--- config.mk ---
export PLATFORM = sky130hd
export DESIGN_NAME = maint_menu
export DESIGN_NICKNAME = d
export VERILOG_FILES = /design/src/shared/menu_pkg.sv /design/src/rtl/maint_menu.sv
export SDC_FILE = /design/constraint.sdc
export NUM_CORES = 1
export LEC_CHECK = 0
export BUFFER_PORTS_ARGS = -buffer_cell sky130_fd_sc_hd__buf_4
export CAP_MARGIN = 20
export CORE_ASPECT_RATIO = 1.4
export CORE_MARGIN = 2
export CORE_UTILIZATION = 45
export CTS_CLUSTER_DIAMETER = 200
export DETAILED_ROUTE_END_ITERATION = 7
export GPL_TIMING_DRIVEN = 0
export PLACE_DENSITY = 0.79
export SYNTH_ARGS = -nofsm -noshare
export SYNTH_HDL_FRONTEND = slang
export SYNTH_SLANG_ARGS = --single-unit
--- constraint.sdc ---
create_clock -name MCLK -period 5.96 [get_ports MCLK]
set_clock_uncertainty 0.2 [all_clocks]
set_input_delay 0.894 -clock MCLK [delete_from_list [all_inputs] [get_ports MCLK]]
set_output_delay 0.894 -clock MCLK [all_outputs]
set_load 0.03 [all_outputs]
--- src/shared/menu_pkg.sv ---
/*
 * constants, state encodings and the state struct of the maintenance menu.
 * assumes one clock (MCLK, 100 MHz) and a synchronous active-low reset.
 */
// What this block does
// - monitor entered only by slope press while both cursor buttons are held; banner shown.
// - upper or lower mode button steps forward or back through routine labels.
// - upper coupling runs the routine; further presses cycle choices in most routines.
// - lower coupling leaves the running routine back to routine selection.
// - trigger-select, or menu button with counter option, leaves the monitor.
// - powered hours and power cycles counted, four digits each, shown on request.
// - power-up choice between last power-down setup and stored setup one.
// - protection allows all, forbids all, or allows saves into setups 1 to 8 only.
// - in initialize, upper coupling erases all setups, lower coupling leaves them intact.
// - bus address 0 to 31, changed with delta control in the address routine.
// - address 31 makes the device ignore the bus and never drive it.
// - terminator routine: mode button toggles EOI/LF, coupling toggles talk or listen-only.
// - EOI mode ends received messages only on EOI and marks the last sent byte.
// - LF mode ends on EOI or line feed; sending ends CR, LF with EOI.
// - listen-only never lets the device become a talker.
// - transfer routines move all thirty stored setups to one or more receivers.
// - receive shows ready, then receiving, and leaves by itself when done.
// - receiver must be ready first; sender shows sending and leaves by itself.
// - system-M starts line count three lines before field sync, otherwise at it.
// - line numbering restarts every field, or only at field 1.
// - sync default leaves slope, or forces it, on AC to TV-line coupling change.
// - meter routine sets tone pitch by source buttons and low-range input resistance.
package menu_pkg;
   // register byte offsets
   localparam logic [7:0]  OFF_SETTINGS = 8'h00;
   localparam logic [7:0]  OFF_STATUS   = 8'h04;
   localparam logic [7:0]  OFF_COUNTERS = 8'h08;
   // settings, status and counters register field positions
   localparam int          F_PWR    = 0;
   localparam int          F_PROT   = 1;
   localparam int          F_ADDR   = 3;
   localparam int          F_LF     = 8;
   localparam int          F_LONLY  = 9;
   localparam int          F_SYSM   = 10;
   localparam int          F_FLD1   = 11;
   localparam int          F_SYNC   = 12;
   localparam int          F_HIZ    = 14;
   localparam int          F_TONE   = 15;
   localparam int          F_MODE   = 0;
   localparam int          F_RTN    = 3;
   localparam int          F_HRS    = 0;
   localparam int          F_CYC    = 16;
   // routine indices in selection order
   localparam logic [3:0]  RT_HOURS = 4'h0;
   localparam logic [3:0]  RT_PWRUP = 4'h1;
   localparam logic [3:0]  RT_PROT  = 4'h2;
   localparam logic [3:0]  RT_INIT  = 4'h3;
   localparam logic [3:0]  RT_ADDR  = 4'h4;
   localparam logic [3:0]  RT_TERM  = 4'h5;
   localparam logic [3:0]  RT_RECV  = 4'h6;
   localparam logic [3:0]  RT_SEND  = 4'h7;
   localparam logic [3:0]  RT_SYSM  = 4'h8;
   localparam logic [3:0]  RT_LINES = 4'h9;
   localparam logic [3:0]  RT_SYNC  = 4'ha;
   localparam logic [3:0]  RT_METER = 4'hb;
   localparam logic [3:0]  RT_LAST  = 4'hb;
   // values
   localparam logic [4:0]  ADDR_OFFBUS = 5'h1f;
   localparam logic [7:0]  CHAR_LF     = 8'h0a;
   localparam logic [13:0] COUNT_MAX   = 14'h270f;
   localparam logic [3:0]  TONE_MAX    = 4'hf;
   localparam logic [3:0]  TONE_RST    = 4'h8;
   localparam logic [1:0]  LEAD_SYSM   = 2'h3;
   localparam logic [1:0]  PROT_ALL    = 2'h0;
   localparam logic [1:0]  PROT_NONE   = 2'h1;
   localparam logic [1:0]  PROT_LOW8   = 2'h2;
   localparam logic [4:0]  LOW8_TOP    = 5'h08;
   localparam logic [1:0]  SYNC_KEEP   = 2'h0;
   localparam logic [1:0]  SYNC_POS    = 2'h1;
   localparam logic [1:0]  SYNC_NEG    = 2'h2;

   typedef enum logic [2:0] {
      M_NORMAL  = 3'b000,
      M_SELECT  = 3'b001,
      M_RUN     = 3'b010,
      M_RXREADY = 3'b011,
      M_RXBUSY  = 3'b100,
      M_TXBUSY  = 3'b101
   } mode_t;

   typedef struct packed {
      mode_t       mode;
      logic [3:0]  rtn;
      logic        pwr_last;
      logic [1:0]  prot;
      logic [4:0]  addr;
      logic        term_lf;
      logic        listen_only;
      logic        sys_m;
      logic        field1_only;
      logic [1:0]  sync_pol;
      logic        hiz;
      logic [3:0]  tone;
      logic        tone_phase;
      logic [13:0] hours;
      logic [13:0] cycles;
      logic        counted;
      logic        erase;
      logic        xstart;
      logic        xsend;
      logic        rx_end;
      logic        ignore;
      logic        talk_en;
      logic        slope_set;
      logic        slope_pos;
      logic        save_ok;
      logic        nv_save;
      logic [31:0] prdata;
      logic        pready;
      logic        pslverr;
   } state_t;
endpackage

--- src/rtl/maint_menu.sv ---
/*
 * maintenance menu controller: button-driven routine selection, persistent settings,
 * counters, transfer start, bus terminator handling; registers over APB.
 * assumes button and bus inputs are one-cycle pulses synchronous to MCLK.
 */
// Design decisions made here: the placing of the registers and the APB interface to the registers.
module maint_menu
   import menu_pkg::*;
(
   input  wire logic        MCLK,
   input  wire logic        RST_B,
   input  wire logic        PSEL,
   input  wire logic        PENABLE,
   input  wire logic        PWRITE,
   input  wire logic [7:0]  PADDR,
   input  wire logic [31:0] PWDATA,
   output logic      [31:0] PRDATA,
   output logic             PREADY,
   output logic             PSLVERR,
   input  wire logic        BTN_VCURSOR,
   input  wire logic        BTN_TCURSOR,
   input  wire logic        BTN_SLOPE,
   input  wire logic        BTN_MODE_UP,
   input  wire logic        BTN_MODE_DN,
   input  wire logic        BTN_CPL_UP,
   input  wire logic        BTN_CPL_DN,
   input  wire logic        TRIGGER_SELECT_BUTTON,
   input  wire logic        MENU_SELECT_BUTTON,
   input  wire logic        COUNTER_TIMER_OPTION,
   input  wire logic        DELTA_UP,
   input  wire logic        DELTA_DN,
   input  wire logic        SRC_UP,
   input  wire logic        SRC_DN,
   input  wire logic        HOUR_TICK,
   input  wire logic        XFER_BEGIN,
   input  wire logic        XFER_DONE,
   input  wire logic        RX_VALID,
   input  wire logic [7:0]  RX_BYTE,
   input  wire logic        RX_EOI,
   input  wire logic        CPL_AC_TO_TV,
   input  wire logic [4:0]  SAVE_SLOT,
   input  wire logic        SEQ_EDIT,
   output logic      [2:0]  DISP_MODE,
   output logic      [3:0]  DISP_ROUTINE,
   output logic             DISP_TONE_PHASE,
   output logic             PWRUP_LAST,
   output logic      [1:0]  PROT_MODE,
   output logic             SAVE_OK,
   output logic             ERASE_SETUPS,
   output logic      [4:0]  BUS_ADDR,
   output logic             BUS_IGNORE,
   output logic             TALK_ENABLE,
   output logic             RX_MSG_END,
   output logic             TX_CRLF,
   output logic             XFER_START,
   output logic             XFER_SEND,
   output logic      [1:0]  LINE_LEAD,
   output logic             FIELD1_ONLY,
   output logic             SLOPE_SET,
   output logic             SLOPE_POS,
   output logic             METER_HIZ,
   output logic      [3:0]  TONE_PITCH,
   output logic      [13:0] HOURS,
   output logic      [13:0] CYCLES,
   output logic             NV_SAVE
);
   state_t       s_reg;
   state_t       s_next;
   logic         exit_btn;
   logic         apb_go;
   logic [31:0]  set_word;
   logic         set_changed;

   assign exit_btn = TRIGGER_SELECT_BUTTON | (MENU_SELECT_BUTTON & COUNTER_TIMER_OPTION);
   assign apb_go   = PSEL & PENABLE & s_reg.pready;

   always_comb begin
      set_word = '0;
      set_word[F_PWR]              = s_reg.pwr_last;
      set_word[F_PROT +: 2]        = s_reg.prot;
      set_word[F_ADDR +: 5]        = s_reg.addr;
      set_word[F_LF]               = s_reg.term_lf;
      set_word[F_LONLY]            = s_reg.listen_only;
      set_word[F_SYSM]             = s_reg.sys_m;
      set_word[F_FLD1]             = s_reg.field1_only;
      set_word[F_SYNC +: 2]        = s_reg.sync_pol;
      set_word[F_HIZ]              = s_reg.hiz;
      set_word[F_TONE +: 4]        = s_reg.tone;
   end

   always_comb begin
      s_next           = s_reg;
      s_next.erase     = 1'b0;
      s_next.xstart    = 1'b0;
      s_next.slope_set = 1'b0;
      // menu sequencing
      unique case (s_reg.mode)
         M_NORMAL: begin
            if (BTN_SLOPE && BTN_VCURSOR && BTN_TCURSOR) begin
               s_next.mode = M_SELECT;
               s_next.rtn  = RT_HOURS;
            end
         end
         M_SELECT: begin
            if (exit_btn) begin
               s_next.mode = M_NORMAL;
            end else if (BTN_MODE_UP) begin
               s_next.rtn = (s_reg.rtn == RT_LAST) ? RT_HOURS : s_reg.rtn + 4'h1;
            end else if (BTN_MODE_DN) begin
               s_next.rtn = (s_reg.rtn == RT_HOURS) ? RT_LAST : s_reg.rtn - 4'h1;
            end else if (BTN_CPL_UP) begin
               s_next.tone_phase = 1'b1;
               if (s_reg.rtn == RT_RECV) begin
                  s_next.mode = M_RXREADY;
               end else if (s_reg.rtn == RT_SEND) begin
                  if (!s_reg.ignore && !s_reg.listen_only) begin
                     s_next.mode   = M_TXBUSY;
                     s_next.xstart = 1'b1;
                     s_next.xsend  = 1'b1;
                  end
               end else begin
                  s_next.mode = M_RUN;
               end
            end
         end
         M_RUN: begin
            if (exit_btn) begin
               s_next.mode = M_NORMAL;
            end else if (BTN_CPL_DN) begin
               s_next.mode = M_SELECT;
            end else begin
               unique case (s_reg.rtn)
                  RT_PWRUP: if (BTN_CPL_UP) s_next.pwr_last = ~s_reg.pwr_last;
                  RT_PROT: begin
                     if (BTN_CPL_UP) begin
                        s_next.prot = (s_reg.prot == PROT_LOW8) ? PROT_ALL : s_reg.prot + 2'h1;
                     end
                  end
                  RT_INIT: if (BTN_CPL_UP) s_next.erase = 1'b1;
                  RT_ADDR: begin
                     if (DELTA_UP && s_reg.addr != ADDR_OFFBUS) begin
                        s_next.addr = s_reg.addr + 5'h01;
                     end else if (DELTA_DN && s_reg.addr != 5'h00) begin
                        s_next.addr = s_reg.addr - 5'h01;
                     end
                  end
                  RT_TERM: begin
                     if (BTN_MODE_UP) s_next.term_lf = ~s_reg.term_lf;
                     if (BTN_CPL_UP) s_next.listen_only = ~s_reg.listen_only;
                  end
                  RT_SYSM: if (BTN_CPL_UP) s_next.sys_m = ~s_reg.sys_m;
                  RT_LINES: if (BTN_CPL_UP) s_next.field1_only = ~s_reg.field1_only;
                  RT_SYNC: begin
                     if (BTN_CPL_UP) begin
                        s_next.sync_pol = (s_reg.sync_pol == SYNC_NEG) ? SYNC_KEEP
                                          : s_reg.sync_pol + 2'h1;
                     end
                  end
                  RT_METER: begin
                     if (s_reg.tone_phase) begin
                        if (SRC_UP && s_reg.tone != TONE_MAX) s_next.tone = s_reg.tone + 4'h1;
                        else if (SRC_DN && s_reg.tone != 4'h0) s_next.tone = s_reg.tone - 4'h1;
                        if (BTN_CPL_UP) s_next.tone_phase = 1'b0;
                     end else if (BTN_CPL_UP) begin
                        s_next.hiz = ~s_reg.hiz;
                     end
                  end
                  default: ;
               endcase
            end
         end
         M_RXREADY: begin
            if (exit_btn) s_next.mode = M_NORMAL;
            else if (BTN_CPL_DN) s_next.mode = M_SELECT;
            else if (XFER_BEGIN && !s_reg.ignore) begin
               s_next.mode   = M_RXBUSY;
               s_next.xstart = 1'b1;
               s_next.xsend  = 1'b0;
            end
         end
         M_RXBUSY: if (XFER_DONE) s_next.mode = M_SELECT;
         M_TXBUSY: if (XFER_DONE) s_next.mode = M_SELECT;
         default: s_next.mode = M_NORMAL;
      endcase
      // hour counter, saturating at four digits
      if (HOUR_TICK && s_reg.hours != COUNT_MAX) s_next.hours = s_reg.hours + 14'h0001;
      // slope forcing on change to line coupling
      if (CPL_AC_TO_TV && s_reg.sync_pol != SYNC_KEEP) begin
         s_next.slope_set = 1'b1;
         s_next.slope_pos = (s_reg.sync_pol == SYNC_POS);
      end
      // save permission
      unique case (s_reg.prot)
         PROT_ALL:  s_next.save_ok = 1'b1;
         PROT_LOW8: s_next.save_ok = !SEQ_EDIT && SAVE_SLOT != 5'h00
                                     && SAVE_SLOT <= LOW8_TOP;
         default:   s_next.save_ok = 1'b0;
      endcase
      // apb slave, one wait state
      s_next.pready  = PSEL && PENABLE && !s_reg.pready;
      s_next.pslverr = 1'b0;
      s_next.prdata  = '0;
      if (PSEL && PENABLE && !s_reg.pready) begin
         unique case (PADDR)
            OFF_SETTINGS: s_next.prdata = set_word;
            OFF_STATUS: begin
               s_next.prdata[F_MODE +: 3] = s_reg.mode;
               s_next.prdata[F_RTN +: 4]  = s_reg.rtn;
            end
            OFF_COUNTERS: begin
               s_next.prdata[F_HRS +: 14] = s_reg.hours;
               s_next.prdata[F_CYC +: 14] = s_reg.cycles;
            end
            default: s_next.pslverr = 1'b1;
         endcase
      end
      if (apb_go && PWRITE) begin
         unique case (PADDR)
            OFF_SETTINGS: begin // restore from nonvolatile image
               s_next.pwr_last    = PWDATA[F_PWR];
               s_next.prot        = PWDATA[F_PROT +: 2];
               s_next.addr        = PWDATA[F_ADDR +: 5];
               s_next.term_lf     = PWDATA[F_LF];
               s_next.listen_only = PWDATA[F_LONLY];
               s_next.sys_m       = PWDATA[F_SYSM];
               s_next.field1_only = PWDATA[F_FLD1];
               s_next.sync_pol    = PWDATA[F_SYNC +: 2];
               s_next.hiz         = PWDATA[F_HIZ];
               s_next.tone        = PWDATA[F_TONE +: 4];
            end
            OFF_COUNTERS: begin
               s_next.hours   = PWDATA[F_HRS +: 14];
               s_next.cycles  = PWDATA[F_CYC +: 14];
               // first restore after power-up counts this power cycle
               if (!s_reg.counted && PWDATA[F_CYC +: 14] != COUNT_MAX) begin
                  s_next.cycles = PWDATA[F_CYC +: 14] + 14'h0001;
               end
               s_next.counted = 1'b1;
            end
            default: ;
         endcase
      end
      // bus behaviour, after any restore; no message end while going off the bus
      s_next.ignore  = (s_next.addr == ADDR_OFFBUS);
      s_next.talk_en = !s_next.listen_only && !s_next.ignore;
      s_next.rx_end  = RX_VALID && !s_reg.ignore && !s_next.ignore
                       && (RX_EOI || (s_reg.term_lf && RX_BYTE == CHAR_LF));
      set_changed    = (s_next.pwr_last != s_reg.pwr_last) || (s_next.prot != s_reg.prot)
                       || (s_next.addr != s_reg.addr) || (s_next.term_lf != s_reg.term_lf)
                       || (s_next.listen_only != s_reg.listen_only)
                       || (s_next.sys_m != s_reg.sys_m)
                       || (s_next.field1_only != s_reg.field1_only)
                       || (s_next.sync_pol != s_reg.sync_pol) || (s_next.hiz != s_reg.hiz)
                       || (s_next.tone != s_reg.tone) || (s_next.hours != s_reg.hours);
      s_next.nv_save = set_changed && !(apb_go && PWRITE);
   end

   always_ff @(posedge MCLK) begin
      if (!RST_B) begin
         s_reg          <= '0;
         s_reg.mode     <= M_NORMAL;
         s_reg.tone     <= TONE_RST;
         s_reg.talk_en  <= 1'b1;
      end else begin
         s_reg <= s_next;
      end
   end

   assign PRDATA          = s_reg.prdata;
   assign PREADY          = s_reg.pready;
   assign PSLVERR         = s_reg.pslverr;
   assign DISP_MODE       = s_reg.mode;
   assign DISP_ROUTINE    = s_reg.rtn;
   assign DISP_TONE_PHASE = s_reg.tone_phase;
   assign PWRUP_LAST      = s_reg.pwr_last;
   assign PROT_MODE       = s_reg.prot;
   assign SAVE_OK         = s_reg.save_ok;
   assign ERASE_SETUPS    = s_reg.erase;
   assign BUS_ADDR        = s_reg.addr;
   assign BUS_IGNORE      = s_reg.ignore;
   assign TALK_ENABLE     = s_reg.talk_en;
   assign RX_MSG_END      = s_reg.rx_end;
   assign TX_CRLF         = s_reg.term_lf;
   assign XFER_START      = s_reg.xstart;
   assign XFER_SEND       = s_reg.xsend;
   assign LINE_LEAD       = s_reg.sys_m ? LEAD_SYSM : 2'h0;
   assign FIELD1_ONLY     = s_reg.field1_only;
   assign SLOPE_SET       = s_reg.slope_set;
   assign SLOPE_POS       = s_reg.slope_pos;
   assign METER_HIZ       = s_reg.hiz;
   assign TONE_PITCH      = s_reg.tone;
   assign HOURS           = s_reg.hours;
   assign CYCLES          = s_reg.cycles;
   assign NV_SAVE         = s_reg.nv_save;
endmodule // maint_menu

==> results.toml <==
[timing]
setup_violations = 0
hold_violations = 0
fmax_mhz = 294
fin_tns_setup_ns = 0
max-slew-margin-rel_pct = 49.7
rsz0062_at_grt = "no"
period_minus_slack_ns = 3.40
maxSlewViolCount = 0
hold_ws_ns = 0.292
period_share_pct = 57.0
worst_slack_ns = 2.56
tightest_slew_ns = 0.754

[clock_network]
cts_resized = 0
clk_pin_slew_ns = 0.08
cts-buffers-inserted = 9
clk_latency_ns = 0.35
cts_tree = "yes"
cts_setup_buffers = 0
root_buffer = "clkbuf_16"
clk_path_buf_depth = 2
clock-sinks = 98
hold_buffers = 0
cts_htree_levels = 3

[placement]
preCtsSetupSlack_ns = 2.30
dp_hpwl_um = 14100
port_buffers = 170
place_inst = 1093
place.gp.congestion = 0.970

[status]
outcome = "finished, final reports clean"

[floorplanning]
die_y_um = 141
ioPinCount = 176
die_area_um2 = 14400
core_area_um2 = 13300
initial_core_util_pct = 45.8
die_width_um = 102
core.rowCount = 50

[global_route]
grtUsageMet3_pct = 4.68
grtUsageMet1_pct = 30.0
grtUsageMet2_pct = 42.0
overflow = 0
grt.total_usage_pct = 25.0
grt_start_max_net_pins = 20
grt_pass1_vias = 5637
antenna_found_initial = 0
grt_pass1_wl_um = 28300
grt-busiest-layer = "met2"

[setup_path]
cp-end-kind = "flip-flop"
critPathArrivalTime_ns = 3.43
path_class = "in2reg"
cp.required_ns = 6.00
rr_endpoint = "RX_MSG_END$_SDFF_PN0_"
critPathLaunch = "PADDR[1]"
worstReg2RegStart = "BUS_ADDR[1]$_SDFF_PN0_"
r2r_cells = 11
start_kind = "input port"
critPathMaxFanout = 10
regToRegSetupSlack_ns = 2.80

[yosys]
ys_warn_count = 0
ys_seq_area_share_pct = 32.3
yosys.area.top_type = "dfxtp_1"
synthTopCellsByArea = "dfxtp_1 32%, buf_4 9.9%, nor2_1 6.1%, a211oi_1 5.6%, xnor2_1 5.1%"
synth.distinct_cells = 67
synth_ff_type = "dfxtp_1"
netlist_area_um2 = 6070
syn_area_per_cell_um2 = 8.20
synth.top_cell.area_share_pct = 32.3
synth_edf_count = 0
ys_ff_latch = 98
synth_cells = 740
synthArstFlopShare_pct = 0

[finish]
antenna_cells = 0
layout_common_cells = "250 x buf_4, 99 x nor2_1, 98 x dfxtp_1, 45 x a211oi_1, 38 x nand2_1"
n_fill_cell = 1242
final_util_pct = 59.3
multiInputGateArea_um2 = 3260
area_growth_pct = 29.6
layout.cells.non_filler = 1109
layout_commonest_cell = "buf_4"
finalNetCount = 1013
drive_gt1_share_pct = 31.5
seq_area_um2 = 1960
largest_register_ffs = 30

[worst_hold_path]
min_from = "CYCLES[5]$_SDFFE_PN0P_"
hp-class = "reg2reg"
worst_hold_path.endpoint = "PRDATA[21]$_SDFF_PN0_"
worstHoldPathCells = 1

[route]
avgViaCountPerCell = 5.36
first_pass_iters = 5
drt-initial-drc-count = 403
wire_per_inst_um = 16.3
vias = 5944
wl_um = 18000
ant_nets = 0
drc = 0

[pwr]
power-per-cell-area_nw_per_um2 = 181
leakage_nw = 3.42
ir_drop_mv = 0.147

[run]
drv_cap = 0
-- critical path: stages --
cell and delay, ns:
buf_4 0.11, nor4_2 0.64, nand3_1 0.19, nor3_1 0.45, clkbuf_1 0.43, nand2_1 0.12
o21ai_0 0.18, nand3_1 0.15, o31a_1 0.26
-- where the power goes --
part           internal [W]  switching, W
Combinational     0.0000819     0.0000966
Sequential         0.000660    0.00000991
Clock              0.000295      0.000284
-- metrics by stage --
stage,area [um2],total power [W]
final,7870,0.00143
after detailed placement,7580,0.000861
after floorplan,6070,0.000776
after global routing,7870,0.00147
after CTS,7870,0.00143
after global placement,7580,0.000860
-- per-layer routing --
layer / vias up / routed length (um) / share of wire [%]
li1: 2873 / - / -
met1: 2698 / 6840 / 38
met2: 308 / 8970 / 50
met3: 65 / 1440 / 8.0
met4: 0 / 777 / 4.3
met5: - / 0 / 0
-- cell usage after synthesis (3+ instances only) --
cell type and instances:
and2_1 16, a31oi_1 7, nand3_1 15, and3_1 11, ha_1 12, dfxtp_1 98, o21ai_0 15, a21oi_1 35
nor2b_1 13, xnor2_1 35, nor3_1 20, or3_1 4, buf_2 8, inv_1 22, xor2_1 31, buf_4 80
nand4_1 11, a211oi_1 45, and4_1 3, nor4_1 11, nand2b_1 3, nand2_1 38, nor2_1 99, clkbuf_1 23
o22ai_1 6, a22o_1 11, mux2i_1 15
-- logic make-up (layout without fill, tap and decap cells) --
family                   count (synthesis)  in the layout  share of synthesized area (%)
AO/OA/AOI/OAI                          143            143                           16.5
XOR/XNOR                                66             66                           9.52
adder cells (fa/ha/maj)                 12             12                           2.47
buffers and inverters                  139            325                           14.1
flip-flops                              98             98                           32.3
multiplexers                            17             17                           3.03
other                                    1              2                         0.0618
AND/OR/NAND/NOR                        264            264                           22.1
-- cell type report --
| cell class | instances | area share, % |
|---|---|---|
| repair buffers | 170 | 16.2 |
| plain buffers | 116 | 9.76 |
| clock buffers | 9 | 2.86 |
| inverters | 23 | 1.10 |
| multi-input cells | 504 | 41.4 |
| clock inverters | 7 | 0.827 |
| well taps | 182 | 2.89 |
| flip-flops and latches | 98 | 24.9 |
-- how the worst max path moves through the flow --
stage                            end  cells after the start  slack [ns]
3_3_place_gp   RX_MSG_END$_SDFF_PN0_                      9        2.35
5_1_grt        RX_MSG_END$_SDFF_PN0_                      9        2.46
4_1_cts        RX_MSG_END$_SDFF_PN0_                      9        2.64
6_report       RX_MSG_END$_SDFF_PN0_                      9        2.56
2_1_floorplan  RX_MSG_END$_SDFF_PN0_                      8        3.10
3_5_place_dp   RX_MSG_END$_SDFF_PN0_                      9        2.30
No activity file was read; power rests on OpenSTA's default activity.
